===== src/common/obr_pkg.sv =====
// package: offsets, field layout, reset values and select codes for obr
package obr_pkg;

  // register offsets on the configuration page
  localparam logic [7:0] OBR_ADDR_SRC_SEL = 8'h0d;
  localparam logic [7:0] OBR_ADDR_UNLOCK_LVL = 8'h0e;
  localparam logic [7:0] OBR_ADDR_STATUS = 8'h20;
  localparam logic [7:0] OBR_ADDR_TIMING_NOW = 8'h21;

  // reset values
  localparam logic [7:0] OBR_SRC_SEL_RST = 8'h00;
  localparam logic [7:0] OBR_UNLOCK_LVL_RST = 8'h00;
  localparam logic [7:0] OBR_READ_ZERO = 8'h00;

  // field layout of the source select register
  localparam int OBR_SEL_LSB = 0;
  localparam int OBR_SEL_W = 4;

  // bit positions of the unlock level register and timing outputs
  localparam int OBR_BIT_PHASE_A1 = 7;
  localparam int OBR_BIT_PHASE_A2 = 6;
  localparam int OBR_BIT_PHASE_B1 = 5;
  localparam int OBR_BIT_PHASE_B2 = 4;
  localparam int OBR_BIT_PHASE_C1 = 3;
  localparam int OBR_BIT_PHASE_C2 = 2;
  localparam int OBR_BIT_RESET_GATE = 1;
  localparam int OBR_BIT_CLAMP_PULSE = 0;
  localparam int OBR_TIMING_W = 8;

  // status register fields
  localparam int OBR_STAT_UNLOCKED = 0;
  localparam int OBR_STAT_LANE_EN = 1;

  // parity spans
  localparam int OBR_PAR_WIDE = 21;
  localparam int OBR_PAR_NARROW = 14;

  // remapped output bit position, lanes of legacy control bits and line index width
  localparam int OBR_REMAP_POS = 5;
  localparam int OBR_LEGACY_W = 5;
  localparam int OBR_LINE_W = 2;

  // source select codes
  typedef enum logic [3:0] {
    OBR_SEL_NORMAL = 4'b0000,
    OBR_SEL_LEGACY0 = 4'b0001,
    OBR_SEL_LEGACY1 = 4'b0010,
    OBR_SEL_LEGACY2 = 4'b0011,
    OBR_SEL_LEGACY3 = 4'b0100,
    OBR_SEL_LEGACY4 = 4'b0101,
    OBR_SEL_RED = 4'b0110,
    OBR_SEL_GREEN = 4'b0111,
    OBR_SEL_BLUE = 4'b1000,
    OBR_SEL_PARITY = 4'b1001,
    OBR_SEL_PING = 4'b1010,
    OBR_SEL_LINE_LSB = 4'b1011,
    OBR_SEL_LINE_MSB = 4'b1100,
    OBR_SEL_BLACK = 4'b1101,
    OBR_SEL_WHITE = 4'b1110,
    OBR_SEL_CLAMP = 4'b1111
  } obr_sel_t;

  // lock state of the timing outputs
  typedef enum logic [0:0] {
    OBR_ST_LOCKED = 1'b0,
    OBR_ST_UNLOCKED = 1'b1
  } obr_lock_st_t;

endpackage


===== src/common/obr_status_if.sv =====
// interface: pixel status indications and the remapped bit between modules
`timescale 1ns/1ps
interface obr_status_if;
  import obr_pkg::*;
  logic normal_bit;
  logic [OBR_LEGACY_W-1:0] legacy_ctrl;
  logic red_pixel;
  logic green_pixel;
  logic blue_pixel;
  logic [OBR_PAR_WIDE-1:0] parity_word;
  logic first_serial_lane_en;
  logic ping_pixel;
  logic [OBR_LINE_W-1:0] line_index;
  logic black_loop_pixel;
  logic white_loop_pixel;
  logic input_clamp_switch;
  logic [OBR_SEL_W-1:0] select;
  logic remap_bit;

  modport src (
    output normal_bit, legacy_ctrl, red_pixel, green_pixel, blue_pixel,
    output parity_word, first_serial_lane_en, ping_pixel, line_index,
    output black_loop_pixel, white_loop_pixel, input_clamp_switch, select,
    input remap_bit
  );
  modport sink (
    input normal_bit, legacy_ctrl, red_pixel, green_pixel, blue_pixel,
    input parity_word, first_serial_lane_en, ping_pixel, line_index,
    input black_loop_pixel, white_loop_pixel, input_clamp_switch, select,
    output remap_bit
  );
endinterface


===== src/logic/obr_bit_select.sv =====
// module: combinational source selector for the remapped output bit
`timescale 1ns/1ps
module obr_bit_select
  import obr_pkg::*;
(
  // status in, selected bit out
  obr_status_if.sink st
);

  // parity over the wide or narrow span, chosen by the first lane enable
  function automatic logic span_parity(
    input logic [OBR_PAR_WIDE-1:0] word,
    input logic wide
  );
    logic acc;
    acc = 1'b0;
    for (int i = 0; i < OBR_PAR_WIDE; i++) begin
      if (wide || i < OBR_PAR_NARROW) begin
        acc = acc ^ word[i];
      end
    end
    return acc;
  endfunction

  logic par_bit;
  logic sel_bit;
  obr_sel_t sel;

  assign sel = obr_sel_t'(st.select);
  assign par_bit = span_parity(st.parity_word, st.first_serial_lane_en);

  always_comb begin
    case (sel)
      OBR_SEL_NORMAL: sel_bit = st.normal_bit;
      OBR_SEL_LEGACY0: sel_bit = st.legacy_ctrl[0];
      OBR_SEL_LEGACY1: sel_bit = st.legacy_ctrl[1];
      OBR_SEL_LEGACY2: sel_bit = st.legacy_ctrl[2];
      OBR_SEL_LEGACY3: sel_bit = st.legacy_ctrl[3];
      OBR_SEL_LEGACY4: sel_bit = st.legacy_ctrl[4];
      OBR_SEL_RED: sel_bit = st.red_pixel;
      OBR_SEL_GREEN: sel_bit = st.green_pixel;
      OBR_SEL_BLUE: sel_bit = st.blue_pixel;
      OBR_SEL_PARITY: sel_bit = par_bit;
      OBR_SEL_PING: sel_bit = st.ping_pixel;
      OBR_SEL_LINE_LSB: sel_bit = st.line_index[0];
      OBR_SEL_LINE_MSB: sel_bit = st.line_index[1];
      OBR_SEL_BLACK: sel_bit = st.black_loop_pixel;
      OBR_SEL_WHITE: sel_bit = st.white_loop_pixel;
      OBR_SEL_CLAMP: sel_bit = st.input_clamp_switch;
      default: sel_bit = st.normal_bit;
    endcase
  end

  assign st.remap_bit = sel_bit;

endmodule // obr_bit_select


===== src/logic/obr_remap_unlock.sv =====
// module: output bit remap and unlock-state timing output levels
//
// Local design decision: the strobed register port.
`timescale 1ns/1ps
module obr_remap_unlock
  import obr_pkg::*;
#(
  parameter int DATA_W = 16
) (
  // clock and reset
  input wire logic clk,
  input wire logic rst,
  // register port
  input wire logic [7:0] reg_addr,
  input wire logic [7:0] reg_wdata,
  input wire logic reg_wr,
  input wire logic reg_rd,
  output logic [7:0] reg_rdata,
  // pixel data path
  input wire logic [DATA_W-1:0] pixel_data,
  output logic [DATA_W-1:0] out_data,
  // pixel status indications
  input wire logic [OBR_LEGACY_W-1:0] legacy_ctrl_bits,
  input wire logic red_pixel,
  input wire logic green_pixel,
  input wire logic blue_pixel,
  input wire logic [OBR_PAR_WIDE-1:0] parity_word,
  input wire logic first_serial_lane_en,
  input wire logic ping_pixel,
  input wire logic [OBR_LINE_W-1:0] line_index,
  input wire logic black_loop_pixel,
  input wire logic white_loop_pixel,
  input wire logic input_clamp_switch,
  // lock state and timing generator
  input wire logic unlock_active,
  input wire logic [OBR_TIMING_W-1:0] tg_waves,
  // sensor timing outputs
  output logic phase_a1_clock,
  output logic phase_a2_clock,
  output logic phase_b1_clock,
  output logic phase_b2_clock,
  output logic phase_c1_clock,
  output logic phase_c2_clock,
  output logic reset_gate_pulse,
  output logic clamp_pulse
);

  // register decode
  logic hit_sel;
  logic hit_lvl;
  logic hit_stat;
  logic hit_now;
  logic wr_sel;
  logic wr_lvl;

  assign hit_sel = reg_addr == OBR_ADDR_SRC_SEL;
  assign hit_lvl = reg_addr == OBR_ADDR_UNLOCK_LVL;
  assign hit_stat = reg_addr == OBR_ADDR_STATUS;
  assign hit_now = reg_addr == OBR_ADDR_TIMING_NOW;
  assign wr_sel = reg_wr && hit_sel;
  assign wr_lvl = reg_wr && hit_lvl;

  // software registers; upper nibble of the select register is unused
  logic [OBR_SEL_W-1:0] sel_reg;
  logic [OBR_SEL_W-1:0] sel_next;
  logic [7:0] lvl_reg;
  logic [7:0] lvl_next;

  assign sel_next = wr_sel ? reg_wdata[OBR_SEL_LSB +: OBR_SEL_W] : sel_reg;
  // written at any time; only sampled into the hold copy while locked
  assign lvl_next = wr_lvl ? reg_wdata : lvl_reg;

  always_ff @(posedge clk or posedge rst) begin
    if (rst) begin
      sel_reg <= OBR_SRC_SEL_RST[OBR_SEL_LSB +: OBR_SEL_W];
      lvl_reg <= OBR_UNLOCK_LVL_RST;
    end else begin
      sel_reg <= sel_next;
      lvl_reg <= lvl_next;
    end
  end

  // lock state tracking
  obr_lock_st_t st_reg;
  obr_lock_st_t st_next;

  always_comb begin
    case (st_reg)
      OBR_ST_LOCKED: st_next = unlock_active ? OBR_ST_UNLOCKED : OBR_ST_LOCKED;
      OBR_ST_UNLOCKED: st_next = unlock_active ? OBR_ST_UNLOCKED : OBR_ST_LOCKED;
      default: st_next = OBR_ST_LOCKED;
    endcase
  end

  always_ff @(posedge clk or posedge rst) begin
    if (rst) begin
      st_reg <= OBR_ST_LOCKED;
    end else begin
      st_reg <= st_next;
    end
  end

  // hold copy: tracks the level register while locked, frozen on entry
  // to unlock so a write made during an update cannot glitch the pins
  logic [7:0] hold_reg;
  logic [7:0] hold_next;
  logic in_unlock;

  assign in_unlock = st_next == OBR_ST_UNLOCKED;
  // keyed to the request itself: a write in the first unlocked cycle
  // must wait for the next unlock, the lagging state flop would take it
  assign hold_next = in_unlock ? hold_reg : lvl_next;

  always_ff @(posedge clk or posedge rst) begin
    if (rst) begin
      hold_reg <= OBR_UNLOCK_LVL_RST;
    end else begin
      hold_reg <= hold_next;
    end
  end

  // timing output selection
  logic [OBR_TIMING_W-1:0] tim_reg;
  logic [OBR_TIMING_W-1:0] tim_next;

  // unlocked: programmed levels; locked: generator waveforms
  assign tim_next = in_unlock ? hold_next : tg_waves;

  always_ff @(posedge clk or posedge rst) begin
    if (rst) begin
      tim_reg <= '0;
    end else begin
      tim_reg <= tim_next;
    end
  end

  assign phase_a1_clock = tim_reg[OBR_BIT_PHASE_A1];
  assign phase_a2_clock = tim_reg[OBR_BIT_PHASE_A2];
  assign phase_b1_clock = tim_reg[OBR_BIT_PHASE_B1];
  assign phase_b2_clock = tim_reg[OBR_BIT_PHASE_B2];
  assign phase_c1_clock = tim_reg[OBR_BIT_PHASE_C1];
  assign phase_c2_clock = tim_reg[OBR_BIT_PHASE_C2];
  assign reset_gate_pulse = tim_reg[OBR_BIT_RESET_GATE];
  assign clamp_pulse = tim_reg[OBR_BIT_CLAMP_PULSE];

  // remap selection
  obr_status_if st_if ();

  assign st_if.normal_bit = pixel_data[OBR_REMAP_POS];
  assign st_if.legacy_ctrl = legacy_ctrl_bits;
  assign st_if.red_pixel = red_pixel;
  assign st_if.green_pixel = green_pixel;
  assign st_if.blue_pixel = blue_pixel;
  assign st_if.parity_word = parity_word;
  assign st_if.first_serial_lane_en = first_serial_lane_en;
  assign st_if.ping_pixel = ping_pixel;
  assign st_if.line_index = line_index;
  assign st_if.black_loop_pixel = black_loop_pixel;
  assign st_if.white_loop_pixel = white_loop_pixel;
  assign st_if.input_clamp_switch = input_clamp_switch;
  assign st_if.select = sel_reg;

  obr_bit_select u_sel (
    .st(st_if.sink)
  );

  // output word: other bits pass, bit 5 takes the selected source
  logic [DATA_W-1:0] data_reg;
  logic [DATA_W-1:0] data_next;

  always_comb begin
    data_next = pixel_data;
    data_next[OBR_REMAP_POS] = st_if.remap_bit;
  end

  always_ff @(posedge clk or posedge rst) begin
    if (rst) begin
      data_reg <= '0;
    end else begin
      data_reg <= data_next;
    end
  end

  assign out_data = data_reg;

  // read back; unmapped addresses read zero
  logic [7:0] stat_word;
  logic [7:0] rd_mux;
  logic [7:0] rdata_reg;

  always_comb begin
    stat_word = OBR_READ_ZERO;
    stat_word[OBR_STAT_UNLOCKED] = st_reg == OBR_ST_UNLOCKED;
    stat_word[OBR_STAT_LANE_EN] = first_serial_lane_en;
  end

  assign rd_mux = hit_sel ? {4'h0, sel_reg} :
                  hit_lvl ? lvl_reg :
                  hit_stat ? stat_word :
                  hit_now ? tim_reg : OBR_READ_ZERO;

  always_ff @(posedge clk or posedge rst) begin
    if (rst) begin
      rdata_reg <= OBR_READ_ZERO;
    end else if (reg_rd) begin
      rdata_reg <= rd_mux;
    end else begin
      rdata_reg <= OBR_READ_ZERO;
    end
  end

  assign reg_rdata = rdata_reg;

endmodule // obr_remap_unlock


===== config.mk =====
export PLATFORM = sky130hd
export DESIGN_NAME = obr_remap_unlock
export DESIGN_NICKNAME = d
export VERILOG_FILES = /design/src/common/obr_pkg.sv /design/src/common/obr_status_if.sv /design/src/logic/obr_bit_select.sv /design/src/logic/obr_remap_unlock.sv
export SDC_FILE = /design/constraint.sdc
export NUM_CORES = 1
export LEC_CHECK = 0
export BUFFER_PORTS_ARGS = -buffer_cell sky130_fd_sc_hd__buf_2
export CAP_MARGIN = 30
export CORE_MARGIN = 5
export CORE_UTILIZATION = 41
export DETAILED_ROUTE_END_ITERATION = 16
export PLACE_DENSITY = 0.83
export SETUP_SLACK_MARGIN = 0.4
export SLEW_MARGIN = 20
export SYNTH_ARGS = -nofsm -noshare
export SYNTH_HDL_FRONTEND = slang
export SYNTH_SLANG_ARGS = --single-unit

===== constraint.sdc =====
create_clock -name clk -period 1.6 [get_ports clk]
set_input_delay 0.32 -clock clk [delete_from_list [all_inputs] [get_ports clk]]
set_output_delay 0.32 -clock clk [all_outputs]
set_load 0.02 [all_outputs]

Word-level counts from Yosys, hierarchy flattened --
Cells that the tools add are included. Widths: inputs -> output; s select.
Operators by class: eq/ne operators 19, reduce and logical (&&, ||, !) cells 3, bitwise gates (word level) 20, multiplexer cells 17
Operator list (count):
- $mux 8 | 8
- $eq 4x4->1 const B | 8
- $xor 1x1->1 | 20
- $eq 4x3->1 const B | 4
- $eq 8x4->1 const B | 2
- $eq 8x6->1 const B | 2
- $pmux 1 s16 | 1
- $eq 4x2->1 const B | 2
- $mux 1 | 8
- $eq 4x1->1 const B | 1
- $logic_not 4->1 | 1
- $logic_and 1x1->1 | 2
Word-level totals: logic and storage cells 66, output and inout port bits 32, register bits after elaboration 53

Depth between registers and ports, before layout --
depth in word-level cells 28, depth in mapped cells 6, depth with buffers taken out 5

By module --
From an unflattened synthesis, not the netlist that was laid out.
Second synthesis, totals: cells, all modules 220, area, all modules 2556.2 sq um
Modules (own cells, without submodules):
- obr_remap_unlock | sequential area each 1326.3 sq um, cells an instance 175, area an instance 2179.6 sq um, times used 1
- obr_bit_select | sequential area each 0.0 sq um, cells an instance 45, area an instance 376.6 sq um, times used 1

Least setup slack after synthesis --
No wires, ideal clock.
path kind input -> register, from input port reg_addr[4], to register hold_reg[2], arrival time 1.797 ns, data required time 1.475 ns, stages on the path 5, buffers on the path 0, slack -0.322 ns, cells stage by stage or3_4 > nor4_4 > nand2_4 > mux2_4 > mux2_2
On the way: word-level cells in the longest chain between the ends 4
Ends and longest elaborated chain:
- start, declared | RTL line obr_remap_unlock.sv:14 | input wire logic [7:0] reg_addr,
- $eq 8x4->1 | RTL line obr_remap_unlock.sv:57 | assign hit_lvl = reg_addr == OBR_ADDR_UNLOCK_LVL;
- $logic_and 1x1->1 | RTL line obr_remap_unlock.sv:61 | assign wr_lvl = reg_wr && hit_lvl;
- $mux 8 | RTL line obr_remap_unlock.sv:71 | assign lvl_next = wr_lvl ? reg_wdata : lvl_reg;
- named net lvl_next[2] | RTL line obr_remap_unlock.sv:67 | logic [7:0] lvl_next;
- $mux 8 | RTL line obr_remap_unlock.sv:112 | assign hold_next = in_unlock ? hold_reg : lvl_next;
- named net hold_next[2] | RTL line obr_remap_unlock.sv:106 | logic [7:0] hold_next;
- end signal, assigned | RTL line obr_remap_unlock.sv:118 | hold_reg <= hold_next;
- end, declared | RTL line obr_remap_unlock.sv:105 | logic [7:0] hold_reg;
The timed path passes the listed nets, and every way through them passes these cells. A chain may end at the register's enable or synchronous reset.

Worst setup path in the final report --
from input port reg_addr[6], to register rdata_reg[3] (netlist: reg_rdata[3])
On the way: word-level cells in the longest chain between the ends 6
Ends and longest elaborated chain:
- $eq 8x6->1 | RTL line obr_remap_unlock.sv:59 | assign hit_now = reg_addr == OBR_ADDR_TIMING_NOW;
- $mux 8 | RTL line obr_remap_unlock.sv:200 | hit_now ? tim_reg : OBR_READ_ZERO;
- $mux 8 | RTL line obr_remap_unlock.sv:199 | hit_stat ? stat_word :
- $mux 8 | RTL line obr_remap_unlock.sv:198 | hit_lvl ? lvl_reg :
- $mux 8 * | RTL line obr_remap_unlock.sv:197 | assign rd_mux = hit_sel ? {4'h0, sel_reg} :
- $mux 8 * | RTL line obr_remap_unlock.sv:205 | end else if (reg_rd) begin
- end signal, assigned | RTL line obr_remap_unlock.sv:206 | rdata_reg <= rd_mux;
- end, declared | RTL line obr_remap_unlock.sv:189 | logic [7:0] rdata_reg;
Mark *: on every way between the ends. The rest lies on a longest branch, timed or not.

==> run_results.csv <==
group,metric,value,unit
status,status,"complete, no violations",
clock_network,clockBufferDepth,2,
drt,first_iter_violations,110,
grt,grt_pass1_wl,10000,µm
drt,drt-vias-per-instance,5.05,
floorplan,core,5470,µm²
grt,grt_max_degree,39,
placed_design,place_hpwl,4560,µm
drt,ant_nets,0,
worst_setup_path,worstSetupEndpointType,"register",
power_and_ir_drop,powerDensity,788,nW/µm²
drt,drc_errors,0,
floorplan,io-pin-count,113,
floorplan,fp.dieW,84.6,µm
sta,fin_skew,0.00848,ns
final_layout,layout_common_cells,"buf_2, dfrtp_1, buf_4",
final_layout,post-route-util,0.654,
sta,fin_crit_sh,0.969,
placed_design,placed_cell_area,3040,µm²
clock_network,ctsHtreeMaxLevel,2,
worst_setup_path,r2r_slack,0.13,ns
synthesis,synth_edf_count,0,
placed_design,gp_routability_congestion,0.811,
drt,vias,2054,
run,max-cap-violations,0,
floorplan,initial_core_util,0.417,
power_and_ir_drop,p_comb_frac,0.209,
power_and_ir_drop,ir_drop,0.600,mV
final_layout,fin_nets,415,
grt,grt_usage,0.176,
final_layout,diodes,0,
synthesis,ys_ff_latch,53,
clock_network,cts-root-buf,"clkbuf_8",
placed_design,numPortBuffers,112,
sta,setup_viol,0,
floorplan,dieHeight,84.6,µm
final_layout,final_common_cell,"buf_2",
sta,max_freq,0.645,GHz
final_layout,largest_register_ffs,16,
synthesis,ys_seq_area_frac,0.581,
synthesis,synthFlopType,"dfrtp_1",
floorplan,rows,27,
power_and_ir_drop,clockPowerShare,0.277,
clock_network,cts_tree,"built",
sta,worst_slew_pin_slew,0.488,ns
worst_setup_path,worstSetupStartpointType,"primary input",
sta,rsz0062_at_grt,"yes",
final_layout,drive_gt1_frac,0.591,
worst_setup_path,worstSetupPathType,"in -> reg",
synthesis,netlist_instances,193,
grt,grt_pass1_vias,2195,
synthesis,syn_area,2280,µm²
sta,finalMaxSlewViolations,0,
floorplan,die_area,7160,µm²
clock_network,path_clk_slew,0.09,ns
power_and_ir_drop,power.internal,2070,µW
grt,antenna_found_initial,0,
sta,fin_crit,1.55,ns
sta,fin_setup_tns,0,ns
synthesis,synth_cell_type_count,32,
worst_setup_path,arrival,1.75,ns
synthesis,syn-mean-instance-area,11.8,µm²
worst_hold_path,hp-class,"in -> reg",
final_layout,area_growth_syn_to_layout,56.8,%
drt,avgRoutedWirePerCell,16.2,µm
power_and_ir_drop,leakage,0.00175,µW
power_and_ir_drop,p_seq_frac,0.515,
synthesis,yosys_warnings,0,
sta,relSlewSlack,0.674,
power_and_ir_drop,swShare,0.264,
drt,dr.pass1.iters,4,
worst_setup_path,crit_fanout,4,
drt,totalWireLength,6610,µm
clock_network,cts_sinks,53,
synthesis,syn_nets,274,
sta,hold_viol_final,0,
clock_network,worstSkewPairLatency,0.31,ns
grt,grt_overflow_total,0,
clock_network,numCtsBuffers,5,
power_and_ir_drop,p_switching,745,µW
final_layout,design_area,3580,µm²
synthesis,async_reset_ff_frac,1.00,
worst_setup_path,cp.required,1.79,ns
-- cells by family (layout without fill, tap and decap cells) --
family / Yosys count / in the layout / synth area share
buffers and inverters: 12 / 154 / 0.0208
XOR/XNOR: 18 / 18 / 0.0811
AO/OA/AOI/OAI: 30 / 30 / 0.0844
multiplexers: 19 / 19 / 0.0987
AND/OR/NAND/NOR: 61 / 61 / 0.134
flip-flops: 53 / 53 / 0.581
-- metal layers --
layer / vias up / global-route usage / routed length [µm]
li1: 945 / - / -
met2: 119 / 0.302 / 3410
met1: 975 / 0.190 / 2380
met5: - / 0 / 0
met4: 0 / 0.0705 / 153
met3: 15 / 0.0785 / 661
-- timing repair --
item                       CTS  global route
setup buffers                6             7
hold endpoints to repair    15             0
setup endpoints to repair   32            38
gates resized for setup     37            32
pin swaps                   28            22
hold buffers                 1             0
cloned                       1             0
-- power groups by stage --
stage | sequential, µW | combinational [µW] | clock [µW]
3_3_place_gp | 1470 | 495 | 0
4_1_cts | 1450 | 541 | 791
6_report | 1450 | 589 | 780
5_1_grt | 1460 | 637 | 857
3_5_place_dp | 1470 | 505 | 0
2_1_floorplan | 1510 | 257 | 0
-- critical path: stages --
cell and delay [ns]:
buf_6 0.09, or3_4 0.40, buf_6 0.14, nor3_4 0.19, buf_4 0.18, nand2_1 0.08, o21ai_0 0.25, nor2_1 0.09
-- synthesized netlist by cell type, types with 2 or more instances --
master	number	share of area
mux2_2	14	0.069
inv_1	4	0.0066
o21ai_0	5	0.011
nand2_1	22	0.036
nand3b_1	2	0.0066
buf_2	2	0.0044
nor2_1	15	0.025
nor3_1	2	0.0044
dfrtp_1	53	0.58
nor2b_1	2	0.0055
xnor3_1	2	0.020
clkbuf_1	6	0.0099
a22oi_1	8	0.026
mux2i_1	3	0.013
xnor2_1	15	0.058
a31oi_1	7	0.019
nand3_1	10	0.022
a21oi_1	5	0.011
a21o_1	3	0.0099
-- layout make-up --
cell class	count	area, µm²
Multi-Input combinational cell	128	1140
Fill cell	412	1890
Inverter	4	18.8
Sequential cell	53	1330
Clock inverter	2	13.8
Tap cell	72	90.1
Clock buffer	6	82.6
Timing Repair Buffer	142	906
-- path summary, 6_finish.rpt --
kind | startpoint | endpoint | depth (start not counted)
worst max-delay path | reg_addr[6] | reg_rdata[3] | 8
worst min-delay path | pixel_data[6] | out_data[6] | 1
worst max register to register | sel_reg[0] | out_data[5] | 5
worst min register to register | hold_reg[7] | tim_reg[7] | 1
max in group asynchronous | rst | tim_reg[1] | 4
min in group asynchronous | rst | out_data[14] | 3
-- per-stage QoR --
step                instances  power [µW]  worst slack (ns)  hold WS, ns
floorplan                 193        1770            -0.322        0.351
global placement          384        1960            -0.335        0.310
detailed placement        384        1980            -0.356        0.317
CTS                       400        2780           -0.0256        0.108
global route              407        2950          -0.00374       0.0942
finish                    407        2820            0.0492        0.113
Power figures use the tool's default switching activity.
